$ cat config.mk
export PLATFORM = sky130hd
export DESIGN_NAME = irq_ctrl
export DESIGN_NICKNAME = d
export VERILOG_FILES = /design/src/verilog/irq_ctrl_pkg.sv /design/src/verilog/irq_ctrl.sv
export VERILOG_INCLUDE_DIRS = /design/src /design/src/verilog
export SDC_FILE = /design/constraint.sdc
export NUM_CORES = 1
export LEC_CHECK = 0
export BUFFER_PORTS_ARGS = -buffer_cell sky130_fd_sc_hd__buf_2
export CELL_PAD_IN_SITES_DETAIL_PLACEMENT = 1
export CELL_PAD_IN_SITES_GLOBAL_PLACEMENT = 1
export CORE_ASPECT_RATIO = 1.2
export CORE_UTILIZATION = 30
export DETAILED_ROUTE_END_ITERATION = 12
export GPL_ROUTABILITY_DRIVEN = 0
export HOLD_SLACK_MARGIN = 0.08
export PLACE_DENSITY = 0.78
export SYNTH_ARGS = -nofsm -noshare
export SYNTH_HDL_FRONTEND = slang
export SYNTH_SLANG_ARGS = --single-unit
$ cat constraint.sdc
create_clock -name clk -period 15.05 [get_ports clk]
set_clock_uncertainty 0.1 [all_clocks]
set_input_delay 1.505 -clock clk [delete_from_list [all_inputs] [get_ports clk]]
set_output_delay 1.505 -clock clk [all_outputs]
set_load 0.01 [all_outputs]
$ cat src/verilog/irq_ctrl_consts.svh
// Constants for the interrupt controller: register offsets, field positions,
// reset values, vectors and timing counts.
// Assumes inclusion by bare name from the package and the design file.
`ifndef IRQ_CTRL_CONSTS_SVH
`define IRQ_CTRL_CONSTS_SVH

// ----------------------------------------------------------------------------
// Register byte offsets on the bus
// ----------------------------------------------------------------------------
`define OFS_ENABLE_FIRST 12'h000
`define OFS_ENABLE_SECOND 12'h004
`define OFS_ENABLE_THIRD 12'h008
`define OFS_TIMER_FLAGS 12'h00C
`define OFS_EXT_FLAGS 12'h010
`define OFS_PRIO_LOW 12'h014
`define OFS_PRIO_HIGH 12'h018
`define OFS_EVENT_CTRL 12'h01C
`define OFS_CORE_STATUS 12'h020

// ----------------------------------------------------------------------------
// Field positions
// ----------------------------------------------------------------------------
`define BIT_GLOBAL_EN 7
`define BIT_SER0_EN 4
`define BIT_TMR1_EN 3
`define BIT_EXT1_EN 2
`define BIT_TMR0_EN 1
`define BIT_EXT0_EN 0
`define BIT_SER1_EN 0
`define BIT_TMR1_FLAG 7
`define BIT_TMR0_FLAG 5
`define BIT_EXT1_FLAG 3
`define BIT_EXT1_TYPE 2
`define BIT_EXT0_FLAG 1
`define BIT_EXT0_TYPE 0
`define BIT_RTC_EN 0
`define BIT_XFER_EN 1
`define BIT_RTC_FLAG 2
`define BIT_XFER_FLAG 3

// ----------------------------------------------------------------------------
// Masks and reset values
// ----------------------------------------------------------------------------
`define MASK_ENABLE_FIRST 8'h9F
`define MASK_ENABLE_SECOND 8'h3E
`define MASK_ENABLE_THIRD 8'h01
`define MASK_TIMER_FLAGS 8'hAF
`define MASK_EXT_FLAGS 8'h3E
`define MASK_PRIO 8'h3F
`define MASK_EVENT_CTRL 8'h0F
`define RESET_BYTE 8'h00

// ----------------------------------------------------------------------------
// Vectors and timing
// ----------------------------------------------------------------------------
`define VEC_EXT0 16'h0003
`define VEC_TMR0 16'h000B
`define VEC_EXT1 16'h0013
`define VEC_TMR1 16'h001B
`define VEC_SER0 16'h0023
`define VEC_SER1 16'h0083
`define VEC_EXT2 16'h004B
`define VEC_EXT_STEP 16'h0008
`define CALL_CYCLES 3'h6
`define NUM_SOURCES 11
`define NUM_LEVELS 4

`endif

$ cat src/verilog/irq_ctrl_pkg.sv
// Types shared by the interrupt controller.
// Assumes the constants header is on the include path.
package irq_ctrl_pkg;
`include "irq_ctrl_consts.svh"

	// Source indices in fixed polling order.
	typedef enum logic [3:0] {
		SRC_EXT0, SRC_SER1, SRC_TMR0, SRC_EXT2, SRC_EXT1, SRC_EXT3,
		SRC_TMR1, SRC_EXT4, SRC_SER0, SRC_EXT5, SRC_EXT6
	} source_t;

	typedef enum {ST_IDLE, ST_CALL} seq_t;

	typedef struct packed {
		logic [7:0] enable_first;
		logic [7:0] enable_second;
		logic [7:0] enable_third;
		logic [7:0] timer_flags;
		logic [7:0] ext_flags;
		logic [7:0] prio_low;
		logic [7:0] prio_high;
		logic [3:0] event_ctrl;
		logic ext0_last;
		logic ext1_last;
		logic [6:2] ext_last;
		logic [10:0] sample;
		logic [3:0] active_levels;
		logic [2:0] call_count;
		logic [3:0] call_src;
		logic [15:0] vector;
		logic call_req;
		logic [31:0] prdata;
		logic seq_is_call;
	} state_t;
endpackage
$ cat src/verilog/irq_ctrl.sv
// Interrupt controller for an 8-bit core: enables, flags, priority, vectoring.
// Assumes the core gives a machine-cycle strobe, reports each instruction
// boundary and return, and runs the forced call when told to.
//
// Functional notes
// - Eleven sources, four priority levels.
// - Only strictly higher priority preempts active service.
// - Return ends active level; core resumes.
// - Flags set even when source disabled.
// - Flags sampled each machine cycle, then polled.
// - Recognised request forces call to its vector.
// - Defer during return or enable/priority writes.
// - Latency: one detect plus six call cycles.
// - Global enable at first register bit 7.
// - First register holds five individual enables.
// - Second register enables inputs two to six.
// - Third register bit 0 enables serial 1.
// - Timer flags register field layout.
// - Type select picks falling edge or level.
// - Request register holds inputs two-six flags.
// - Timer flags cleared by core acknowledge.
// - Inputs 0-5 auto clear; 6 software.
// - External inputs wired to their peripherals.
// - Inputs 2-3 falling; 5 inverted.
// - Input 6 is OR of two events.
// - Two priority bits per group form level.
// - Fixed polling order breaks ties.
// - Fixed vector addresses per source.
`timescale 1ns/10ps
`include "irq_ctrl_consts.svh"

module irq_ctrl
	import irq_ctrl_pkg::*;
(
	// Clock and reset
	input wire logic clk,
	input wire logic rst,
	// APB slave
	input wire logic psel,
	input wire logic penable,
	input wire logic pwrite,
	input wire logic [11:0] paddr,
	input wire logic [31:0] pwdata,
	output logic [31:0] prdata,
	output logic pready,
	output logic pslverr,
	// Core sequencer
	input wire logic machine_cycle,
	input wire logic instr_boundary,
	input wire logic return_from_interrupt,
	input wire logic sfr_write_irq_regs,
	output logic forced_long_call,
	output logic [15:0] call_vector,
	output logic call_active,
	output logic timer0_service_ack,
	output logic timer1_service_ack,
	// Peripheral request lines
	input wire logic timer0_overflow,
	input wire logic timer1_overflow,
	input wire logic serial0_request,
	input wire logic serial1_request,
	input wire logic dio_high_req,
	input wire logic dio_low_req,
	input wire logic comparator_fall_req,
	input wire logic compute_busy,
	input wire logic comparator_rise_req,
	input wire logic eeprom_busy,
	input wire logic rtc_second_event,
	input wire logic transfer_busy_event
);

	state_t cur;
	state_t next_cur;

	// --------------------------------------------------------------------
	// Helper functions
	// --------------------------------------------------------------------
	function automatic logic [1:0] level_of(input logic [3:0] src, input logic [7:0] lo,
			input logic [7:0] hi);
		logic [2:0] grp;
		grp = 3'h0;
		case (src)
			SRC_EXT0, SRC_SER1: grp = 3'h0;
			SRC_TMR0, SRC_EXT2: grp = 3'h1;
			SRC_EXT1, SRC_EXT3: grp = 3'h2;
			SRC_TMR1, SRC_EXT4: grp = 3'h3;
			SRC_SER0, SRC_EXT5: grp = 3'h4;
			default: grp = 3'h5;
		endcase
		level_of = {hi[grp], lo[grp]};
	endfunction

	function automatic logic [15:0] vector_of(input logic [3:0] src);
		case (src)
			SRC_EXT0: vector_of = `VEC_EXT0;
			SRC_TMR0: vector_of = `VEC_TMR0;
			SRC_EXT1: vector_of = `VEC_EXT1;
			SRC_TMR1: vector_of = `VEC_TMR1;
			SRC_SER0: vector_of = `VEC_SER0;
			SRC_SER1: vector_of = `VEC_SER1;
			SRC_EXT2: vector_of = `VEC_EXT2;
			SRC_EXT3: vector_of = 16'(`VEC_EXT2 + `VEC_EXT_STEP);
			SRC_EXT4: vector_of = 16'(`VEC_EXT2 + 2 * `VEC_EXT_STEP);
			SRC_EXT5: vector_of = 16'(`VEC_EXT2 + 3 * `VEC_EXT_STEP);
			default: vector_of = 16'(`VEC_EXT2 + 4 * `VEC_EXT_STEP);
		endcase
	endfunction

	function automatic logic [1:0] top_level(input logic [3:0] act);
		if (act[3])
			top_level = 2'h3;
		else if (act[2])
			top_level = 2'h2;
		else if (act[1])
			top_level = 2'h1;
		else
			top_level = 2'h0;
	endfunction

	// --------------------------------------------------------------------
	// Combinational next state
	// --------------------------------------------------------------------
	logic apb_write;
	logic apb_read;
	logic [10:0] raw;
	logic [10:0] enabled;
	logic event_or;
	logic found;
	logic [3:0] best_src;
	logic [1:0] best_lvl;
	logic [1:0] lvl;

	assign apb_write = psel && penable && pwrite;
	assign apb_read = psel && !penable && !pwrite;
	assign pready = 1'b1;
	assign pslverr = 1'b0;
	assign prdata = cur.prdata;
	assign call_vector = cur.vector;
	assign forced_long_call = cur.call_req;
	assign call_active = cur.seq_is_call;

	always_comb begin
		next_cur = cur;
		timer0_service_ack = 1'b0;
		timer1_service_ack = 1'b0;
		found = 1'b0;
		best_src = 4'h0;
		best_lvl = 2'h0;
		lvl = 2'h0;
		next_cur.call_req = 1'b0;

		// Edge history for external inputs; 4 to 6 see rising edges of the
		// inverted or direct signals as wired.
		next_cur.ext0_last = dio_high_req;
		next_cur.ext1_last = dio_low_req;
		next_cur.ext_last = {event_or, !eeprom_busy, comparator_rise_req, compute_busy,
			comparator_fall_req};

		// Flags set regardless of enables.
		if (timer1_overflow)
			next_cur.timer_flags[`BIT_TMR1_FLAG] = 1'b1;
		if (timer0_overflow)
			next_cur.timer_flags[`BIT_TMR0_FLAG] = 1'b1;
		// Type select high means falling edge, low means low level.
		if (cur.timer_flags[`BIT_EXT0_TYPE] ? (cur.ext0_last && !dio_high_req) : !dio_high_req)
			next_cur.timer_flags[`BIT_EXT0_FLAG] = 1'b1;
		if (cur.timer_flags[`BIT_EXT1_TYPE] ? (cur.ext1_last && !dio_low_req) : !dio_low_req)
			next_cur.timer_flags[`BIT_EXT1_FLAG] = 1'b1;
		// Inputs 2 and 3 falling; 4 and 6 rising; 5 inverted source rising.
		if (cur.ext_last[2] && !comparator_fall_req)
			next_cur.ext_flags[1] = 1'b1;
		if (cur.ext_last[3] && !compute_busy)
			next_cur.ext_flags[2] = 1'b1;
		if (!cur.ext_last[4] && comparator_rise_req)
			next_cur.ext_flags[3] = 1'b1;
		if (!cur.ext_last[5] && eeprom_busy == 1'b0)
			next_cur.ext_flags[4] = 1'b1;
		if (!cur.ext_last[6] && event_or)
			next_cur.ext_flags[5] = 1'b1;
		if (rtc_second_event)
			next_cur.event_ctrl[`BIT_RTC_FLAG] = 1'b1;
		if (transfer_busy_event)
			next_cur.event_ctrl[`BIT_XFER_FLAG] = 1'b1;

		// Register writes; a hardware set above wins over a software clear only where the flag was clear before.
		if (apb_write) begin
			case (paddr)
				`OFS_ENABLE_FIRST: next_cur.enable_first = pwdata[7:0] & `MASK_ENABLE_FIRST;
				`OFS_ENABLE_SECOND: next_cur.enable_second = pwdata[7:0] & `MASK_ENABLE_SECOND;
				`OFS_ENABLE_THIRD: next_cur.enable_third = pwdata[7:0] & `MASK_ENABLE_THIRD;
				`OFS_TIMER_FLAGS:
					next_cur.timer_flags = (pwdata[7:0] & `MASK_TIMER_FLAGS) |
						(next_cur.timer_flags & ~cur.timer_flags);
				`OFS_EXT_FLAGS:
					next_cur.ext_flags = (pwdata[7:0] & `MASK_EXT_FLAGS) |
						(next_cur.ext_flags & ~cur.ext_flags);
				`OFS_PRIO_LOW: next_cur.prio_low = pwdata[7:0] & `MASK_PRIO;
				`OFS_PRIO_HIGH: next_cur.prio_high = pwdata[7:0] & `MASK_PRIO;
				`OFS_EVENT_CTRL:
					next_cur.event_ctrl = 4'((pwdata[7:0] & `MASK_EVENT_CTRL) |
						{4'h0, next_cur.event_ctrl & ~cur.event_ctrl});
				default: ;
			endcase
		end
		if (apb_read) begin
			case (paddr)
				`OFS_ENABLE_FIRST: next_cur.prdata = {24'h0, cur.enable_first};
				`OFS_ENABLE_SECOND: next_cur.prdata = {24'h0, cur.enable_second};
				`OFS_ENABLE_THIRD: next_cur.prdata = {24'h0, cur.enable_third};
				`OFS_TIMER_FLAGS: next_cur.prdata = {24'h0, cur.timer_flags};
				`OFS_EXT_FLAGS: next_cur.prdata = {24'h0, cur.ext_flags};
				`OFS_PRIO_LOW: next_cur.prdata = {24'h0, cur.prio_low};
				`OFS_PRIO_HIGH: next_cur.prdata = {24'h0, cur.prio_high};
				`OFS_EVENT_CTRL: next_cur.prdata = {28'h0, cur.event_ctrl};
				`OFS_CORE_STATUS:
					next_cur.prdata = {24'h0, cur.active_levels, cur.call_src};
				default: next_cur.prdata = 32'h0000_0000;
			endcase
		end

		// Sample every flag once per machine cycle.
		if (machine_cycle)
			next_cur.sample = raw;

		// Poll samples in fixed order, keep the first of the highest level.
		for (int i = 0; i < `NUM_SOURCES; i++) begin
			lvl = level_of(4'(i), cur.prio_low, cur.prio_high);
			if (enabled[i] && (!found || lvl > best_lvl)) begin
				found = 1'b1;
				best_src = 4'(i);
				best_lvl = lvl;
			end
		end

		case (cur.seq_is_call)
			1'b0: begin
				// Only strictly higher than any level in service.
				if (found && machine_cycle && instr_boundary
						&& !return_from_interrupt && !sfr_write_irq_regs
						&& (cur.active_levels == 4'h0
						|| best_lvl > top_level(cur.active_levels))) begin
					next_cur.seq_is_call = 1'b1;
					next_cur.call_req = 1'b1;
					next_cur.call_src = best_src;
					next_cur.vector = vector_of(best_src);
					next_cur.call_count = `CALL_CYCLES;
					next_cur.active_levels[best_lvl] = 1'b1;
					// Auto clear on entry; input 6 left to software.
					case (best_src)
						SRC_TMR0: begin
							// A new overflow in the entry cycle must not be lost.
							timer0_service_ack = 1'b1;
							next_cur.timer_flags[`BIT_TMR0_FLAG] = timer0_overflow;
						end
						SRC_TMR1: begin
							timer1_service_ack = 1'b1;
							next_cur.timer_flags[`BIT_TMR1_FLAG] = timer1_overflow;
						end
						SRC_EXT0: next_cur.timer_flags[`BIT_EXT0_FLAG] = 1'b0;
						SRC_EXT1: next_cur.timer_flags[`BIT_EXT1_FLAG] = 1'b0;
						SRC_EXT2: next_cur.ext_flags[1] = 1'b0;
						SRC_EXT3: next_cur.ext_flags[2] = 1'b0;
						SRC_EXT4: next_cur.ext_flags[3] = 1'b0;
						SRC_EXT5: next_cur.ext_flags[4] = 1'b0;
						default: ;
					endcase
					next_cur.sample[best_src] = 1'b0;
				end else if (return_from_interrupt && machine_cycle
						&& cur.active_levels != 4'h0) begin
					// Retire the highest level in service.
					next_cur.active_levels[top_level(cur.active_levels)] = 1'b0;
				end
			end
			default: begin
				if (machine_cycle) begin
					next_cur.call_count = 3'(cur.call_count - 3'h1);
					if (cur.call_count == 3'h1)
						next_cur.seq_is_call = 1'b0;
				end
			end
		endcase
	end

	// Raw requests in polling order and the enabled view of the samples.
	assign event_or = (cur.event_ctrl[`BIT_RTC_FLAG] && cur.event_ctrl[`BIT_RTC_EN])
		|| (cur.event_ctrl[`BIT_XFER_FLAG] && cur.event_ctrl[`BIT_XFER_EN]);
	assign raw = {cur.ext_flags[5], cur.ext_flags[4], serial0_request,
		cur.ext_flags[3], cur.timer_flags[`BIT_TMR1_FLAG], cur.ext_flags[2],
		cur.timer_flags[`BIT_EXT1_FLAG], cur.ext_flags[1],
		cur.timer_flags[`BIT_TMR0_FLAG], serial1_request, cur.timer_flags[`BIT_EXT0_FLAG]};
	assign enabled = cur.sample & {11{cur.enable_first[`BIT_GLOBAL_EN]}} & {
		cur.enable_second[5], cur.enable_second[4], cur.enable_first[`BIT_SER0_EN],
		cur.enable_second[3], cur.enable_first[`BIT_TMR1_EN], cur.enable_second[2],
		cur.enable_first[`BIT_EXT1_EN], cur.enable_second[1],
		cur.enable_first[`BIT_TMR0_EN], cur.enable_third[`BIT_SER1_EN],
		cur.enable_first[`BIT_EXT0_EN]};

	// --------------------------------------------------------------------
	// State register
	// --------------------------------------------------------------------
	always_ff @(posedge clk) begin
		if (rst) begin
			// The inverted busy line idles high, so its history starts high to
			// avoid a false edge right after reset.
			cur <= '0;
			cur.ext_last[5] <= 1'b1;
		end else
			cur <= next_cur;
	end

	// --------------------------------------------------------------------
	// Checks
	// --------------------------------------------------------------------
	a_global_gate: assert property (@(posedge clk) disable iff (rst)
		!cur.enable_first[`BIT_GLOBAL_EN] && !cur.seq_is_call |=> !forced_long_call)
		else $error("call taken with global enable off");
	a_defer_write: assert property (@(posedge clk) disable iff (rst)
		sfr_write_irq_regs && !cur.seq_is_call |=> !forced_long_call)
		else $error("call taken during enable or priority write");
	a_call_vector: assert property (@(posedge clk) disable iff (rst)
		forced_long_call |-> call_vector == vector_of(cur.call_src))
		else $error("vector does not match source");
	a_call_length: assert property (@(posedge clk) disable iff (rst)
		forced_long_call |-> call_active && cur.call_count == `CALL_CYCLES)
		else $error("call sequence not active at start");
	a_timer_ack: assert property (@(posedge clk) disable iff (rst)
		timer0_service_ack |=> !cur.timer_flags[`BIT_TMR0_FLAG] || $past(timer0_overflow))
		else $error("timer 0 flag not cleared on acknowledge");
	a_preempt_level: assert property (@(posedge clk) disable iff (rst)
		forced_long_call |-> $countones(cur.active_levels) > $countones($past(cur.active_levels)))
		else $error("call without a new higher level");
	a_return_level: assert property (@(posedge clk) disable iff (rst)
		return_from_interrupt && machine_cycle && !cur.seq_is_call && cur.active_levels != 4'h0
		|=> $countones(cur.active_levels) < $countones($past(cur.active_levels)))
		else $error("return did not retire a level");
	a_flag_sticky: assert property (@(posedge clk) disable iff (rst)
		timer1_overflow |=> cur.timer_flags[`BIT_TMR1_FLAG])
		else $error("timer 1 flag not set on overflow");

endmodule // irq_ctrl

Word level (Yosys, flattened, before mapping)
Memory sizes are Yosys's and may differ from the RTL's.
Index checks and enable logic that the tools add are counted.
{"block": "totals", "reg_bits": 123, "mem_bits_ro": 80, "inputBits": 65, "wordCells": 262, "memories": 1}
{"block": "op_classes", "n_addsub": 1, "n_lt_le_gt_ge": 17, "eq_ne": 17, "muxes": 101, "n_bitwise": 18, "n_reduce_logical": 85}
{"name": "(no name shown)", "depth": 16, "width": 5, "read_ports": 1, "rd_clocked_by_memory_dff": 0, "write_ports": 0, "line": "irq_ctrl.sv:94", "rtl": "case (src)"}
{"op": "$pmux W8 S9", "n": 1}
{"op": "$mux W1", "n": 55}
{"op": "$mux W4", "n": 13}
{"op": "$eq A12 B5 Y1 const B", "n": 4}
{"op": "$mux W2", "n": 18}
{"op": "$mux W36", "n": 1}
{"op": "$and A11 B11 Y11", "n": 3}
{"op": "$logic_and A1 B1 Y1", "n": 33}
{"op": "$eq A12 B4 Y1 const B", "n": 2}
{"op": "$mux W24", "n": 1}
{"op": "$gt A2 B2 Y1", "n": 11}
{"op": "$logic_not A1 Y1", "n": 22}
{"op": "$mux W11", "n": 2}
{"op": "$reduce_and A2 Y1", "n": 11}
{"op": "$and A8 B8 Y8", "n": 2}
{"op": "$eq A4 B3 Y1 const B", "n": 4}
{"op": "$mux W8", "n": 2}
{"op": "$not A8 Y8", "n": 2}
{"op": "$mux W15", "n": 1}
{"op": "$eq A12 B3 Y1 const B", "n": 1}
{"op": "$eq A12 B6 Y1 const B", "n": 1}
{"op": "$logic_not A12 Y1", "n": 1}
{"op": "$logic_or A1 B1 Y1", "n": 12}
{"op": "$mux W6", "n": 2}
{"op": "23 further kinds", "n": 34}

Longest topological paths before layout
{"block": "depth", "word_depth": 59, "ltp_mapped": 75, "mapped_depth_nobuf": 73}

Worst setup path before layout
Ideal clock, no wire load.
{"block": "synth_path", "path_type": "reg2out", "startpoint": "reg cur[138] (netlist bit)", "endpoint": "out timer0_service_ack", "arrival_time_ps": 13504, "t_required_ps": 13445, "slack_ps": -59, "stages_incl_launch_ff": 69, "path_buffers": 2, "path_cell_list": "dfxtp_1 > buf_1 > buf_2 > and3_1 > ha_1 > or3b_1 > o211ai_1 > nand2b_1 > nand2_1 > o21ai_0 > ha_1 > or2_0 > maj3_2 > o22a_2 > and3_1 > mux2_4 > ha_1 > nor2_1 > [33 not listed] > a21boi_0 > o22ai_1 > a21oi_2 > o311ai_4 > o21a_1 > ha_1 > a21oi_1 > nand2_1 > o21ai_2 > mux2_2 > ha_1 > nor2b_1 > o21ai_0 > a2111oi_0 > and4b_1 > nand2_2 > nor4_4 > and2_1"}
{"block": "synth_between", "elab_chain_cells": 50, "elab_cells_between_ends": 85, "classes_between": "11 x order compare; 1 x eq/ne; 35 x mux; 2 x bitwise; 36 x reduce/logical"}
{"item": "start, declared", "line": "irq_ctrl.sv:72", "rtl": "state_t cur;"}
{"item": "start signal, assigned", "line": "irq_ctrl.sv:308", "rtl": "cur <= next_cur;"}
{"item": "$and A11 B11 Y11 (*) (2 in series)", "line": "irq_ctrl.sv:291", "rtl": "assign enabled = cur.sample & {11{cur.enable_first[`BIT_GLOBAL_EN]}} & {"}
{"item": "branches (longest 46 deep; another with $gt A2 B2 Y1)"}
{"item": "$mux W1 (*)", "line": "irq_ctrl.sv:238", "rtl": "if (found && machine_cycle && instr_boundary"}
{"item": "$mux W1 (*)", "line": "irq_ctrl.sv:235", "rtl": "case (cur.seq_is_call)"}
{"item": "end, declared", "line": "irq_ctrl.sv:55", "rtl": "output logic timer0_service_ack,"}
Mark *: on every way between the ends.

Worst setup path after layout
{"block": "layout_path", "startpoint": "reg cur[115] (netlist bit)", "endpoint": "out timer0_service_ack"}
{"block": "layout_between", "elab_chain_cells": 46, "elab_cells_between_ends": 79, "classes_between": "10 x order compare; 1 x eq/ne; 33 x mux; 1 x bitwise; 34 x reduce/logical"}
{"item": "$and A11 B11 Y11 (*)", "line": "irq_ctrl.sv:291"}
{"item": "$logic_and A1 B1 Y1 (*)", "line": "irq_ctrl.sv:228", "rtl": "if (enabled[i] && (!found || lvl > best_lvl)) begin"}
{"item": "branches (longest 42 deep; another with $gt A2 B2 Y1)"}
{"item": "$mux W1 (*)", "line": "irq_ctrl.sv:238"}
{"item": "$mux W1 (*)", "line": "irq_ctrl.sv:235"}
Marks and branches as above.

==> results.sh <==
export IMPL_status="finished clean"
export IMPL_fill_cells=1987
export IMPL_post_drt_wl_per_cell_um=19.5
export IMPL_worstPathMaxFanout=4
export IMPL_async_flop_share_pct=0
export IMPL_track_usage_pct=19.7
export IMPL_dp_cells=874
export IMPL_crit_slowest_cell="o41a_4"
export IMPL_drt_iter0_markers=356
export IMPL_grt_start_max_net_pins=73
export IMPL_cts_tree="done"
export IMPL_antenna_found_initial=0
export IMPL_start_util_pct=30.6
export IMPL_critPathLaunch="cur[115]$_SDFFE_PP0P_"
export IMPL_clk_latency_ns=0.34
export IMPL_pwr_share_comb_pct=6.9
export IMPL_final_instance_count_excl_fill=917
export IMPL_synth_top_cell_area_share_pct=32.2
export IMPL_die_x_um=122
export IMPL_timing_rr_start="cur[115]$_SDFFE_PP0P_"
export IMPL_fp_dieH_um=146
export IMPL_hold_ws_ns=0.359
export IMPL_core_um2=16900
export IMPL_final_period_utilization_pct=100
export IMPL_fmax_ghz=0.0665
export IMPL_worst_slew_pin_slew_ns=1.31
export IMPL_power_frac_clock_pct=47.0
export IMPL_synthCells=619
export IMPL_synthTopCellsByArea="dfxtp_1, buf_4, mux2i_1"
export IMPL_min_path_type="reg2reg"
export IMPL_drive_above_1_share_pct=29.5
export IMPL_ys_warn_count=0
export IMPL_finalInstanceArea_um2=6410
export IMPL_numCtsBuffers=9
export IMPL_power_switching_uw=115
export IMPL_clk_path_buf_depth=2
export IMPL_placed_area_um2=5560
export IMPL_p_sw_share_pct=23.1
export IMPL_required_ns=13.45
export IMPL_rows=52
export IMPL_grt_pass1_wl_um=26700
export IMPL_dp_hpwl_um=12500
export IMPL_cts_root_buf="clkbuf_16"
export IMPL_final_seq_area_um2=1670
export IMPL_max_stage_delay_ns=0.51
export IMPL_diodes=0
export IMPL_grt_pass1_vias=4949
export IMPL_crit_arrival_ns=13.44
export IMPL_synth_seq_cells=83
export IMPL_fin_nets=777
export IMPL_vias=4948
export IMPL_p_per_area_nw_per_um2=77.7
export IMPL_crit_path_end_kind="output pin"
export IMPL_finalMaxSlewViolations=0
export IMPL_dp_slack_ns=-0.359
export IMPL_io_buffer_count=58
export IMPL_antenna_left=0
export IMPL_timing_max_cap_violations=0
export IMPL_synthFlopType="dfxtp_1"
export IMPL_fin_ws_ns=0.00294
export IMPL_routed_wl_um=17900
export IMPL_avgSynthCellArea_um2=8.33
export IMPL_die_area_um2=17700
export IMPL_seqPwrFrac_pct=46.1
export IMPL_drc=0
export IMPL_ys_seq_area_share_pct=32.2
export IMPL_rrSetupSlack_ns=1.42
export IMPL_max_slew_margin_pct=12.1
export IMPL_rsz0062_at_grt="true"
export IMPL_cts_sinks=83
export IMPL_grt_overflow=0
export IMPL_hold_viol=0
export IMPL_tns_ns=0
export IMPL_setup_viol=0
export IMPL_synth_distinct_cells=84
export IMPL_ir_drop_uv=57.3
export IMPL_path_class="reg2out"
export IMPL_fin_crit_ns=15.05
export IMPL_synth_area_leader_cell="dfxtp_1"
export IMPL_ios=119
export IMPL_synth_edf_count=0
export IMPL_drt_pass1_iterations=4
export IMPL_reg2reg_depth=72
export IMPL_path_common_cell="ha_1"
export IMPL_intPower_uw=383
export IMPL_synthToLayoutAreaGrowth_pct=24.4
export IMPL_rr_endpoint="cur[102]$_SDFF_PP0_"
export IMPL_htree_levels=3
export IMPL_leakage_nw=2.55
export IMPL_vias_per_cell=5.40
export IMPL_multi_input_area_um2=3380
export IMPL_cp_endpoint="timer0_service_ack"
export IMPL_start_kind="flip-flop"
export IMPL_cts_reportedPaths_clkPinSlew_ns=0.06
export IMPL_syn_area_um2=5150
-- timing repair --
action / in CTS / in global routing
pin swaps: 21 / 39
gates resized for setup: 24 / 51
setup endpoints to repair: 2 / 2
hold buffers: 0 / 0
setup buffers: 14 / 14
-- sequential cells by signal, indices dropped and copies added, names as in the netlist --
| signal | cells |
|---|---|
| cur | 67 |
| prdata | 8 |
| call_vector | 6 |
| call_active | 1 |
| forced_long_call | 1 |
-- logic make-up after synthesis --
kind of cell	Yosys count	synth area share, %
simple gates	224	21.8
compound gates	169	25.2
mux	31	6.16
buf+inv	94	10.5
fa+ha+maj	16	3.86
flops	83	32.2
other cells	2	0.146
-- worst min-delay path by stage --
stage,from,endpoint,slack [ns],cells after the start
6_report,call_vector[4]$_SDFFE_PP0P_,call_vector[4]$_SDFFE_PP0P_,0.36,2
5_1_grt,prdata[6]$_SDFFE_PP0P_,prdata[6]$_SDFFE_PP0P_,0.38,2
4_1_cts,prdata[6]$_SDFFE_PP0P_,prdata[6]$_SDFFE_PP0P_,0.37,2
3_5_place_dp,prdata[6]$_SDFFE_PP0P_,prdata[6]$_SDFFE_PP0P_,0.35,2
3_3_place_gp,call_vector[4]$_SDFFE_PP0P_,call_vector[4]$_SDFFE_PP0P_,0.34,2
2_1_floorplan,prdata[6]$_SDFFE_PP0P_,prdata[6]$_SDFFE_PP0P_,0.33,2
-- area by class of cell --
type | count | area share [%]
Tap cell | 216 | 4.21
Clock inverter | 1 | 0.468
Sequential cell | 83 | 26.0
Multi-Input combinational cell | 475 | 52.8
Clock buffer | 14 | 4.43
Timing Repair Buffer | 113 | 11.3
Inverter | 15 | 0.878
-- cells in the final DEF, fill, tap and decap left out, drive strengths merged, types with 4 or more instances in the layout --
master	synthesis	routed
buf	52	113
a32o	4	4
nor3	13	13
inv	15	15
a311oi	4	4
and3	10	10
a22o	5	5
or2	6	6
and2	10	10
a31oi	9	9
ha	15	15
nand2	59	59
nor4	5	5
nor2b	11	11
dfxtp	83	83
nand3	34	34
nor2	54	54
a211oi	9	9
clkbuf	27	14
o21ai	24	24
o21a	5	5
mux2i	28	28
a21oi	47	47
a22oi	11	11
nand2b	6	6
a221oi	8	8
a21o	4	4
conb	2	35
o311ai	6	6
-- power groups by stage --
stage | Combinational [mW] | Sequential [mW] | Clock [mW]
CTS | 0.0337 | 0.230 | 0.237
global route | 0.0372 | 0.230 | 0.248
detailed placement | 0.0333 | 0.235 | 0
floorplan | 0.0277 | 0.233 | 0
global placement | 0.0324 | 0.234 | 0
finish | 0.0342 | 0.230 | 0.234
-- critical path: cells and delay by family, from the launching register on --
kind / cells / cell delay, ns
AO/OA/AOI/OAI: 30 / 5.00
multiplexers: 2 / 0.66
AND/OR/NAND/NOR: 26 / 4.02
buffers and inverters: 2 / 0.17
adder cells (fa/ha/maj): 11 / 2.89
flip-flops: 1 / 0.32
-- stage by stage --
step                utilization (%)  power (mW)
global route                   38.1       0.516
CTS                            36.0       0.501
global placement               33.0       0.267
floorplan                         -       0.260
detailed placement             33.0       0.268
finish                         38.1       0.498
-- cell usage after synthesis, types with 3 or more instances --
cell / count
or2_2: 5
a311oi_1: 4
nand3_1: 33
o21a_1: 4
a211oi_1: 9
and2_1: 9
buf_4: 50
a21o_1: 4
nand2b_1: 6
o21ai_0: 21
o211ai_1: 3
o311ai_0: 3
dfxtp_1: 83
nor3b_1: 3
nor2b_1: 11
nand2_1: 57
a21oi_1: 45
nor3_1: 12
nor2_1: 54
a32o_1: 4
and3_1: 10
a221oi_1: 6
mux2i_1: 28
ha_1: 15
a22oi_1: 10
a31oi_1: 8
nor4_1: 4
inv_1: 15
a22o_1: 5
clkbuf_1: 27
a221o_1: 3
a222oi_1: 3
-- per-layer routing --
layer	GRT usage (%)	part of all wire, %	up-vias
li1	-	-	2336
met1	23.2	40	2422
met2	33.6	51	147
met3	3.37	4.9	43
met4	10.3	4.0	0
met5	0	0	-
(Power assumes the default switching activity.)
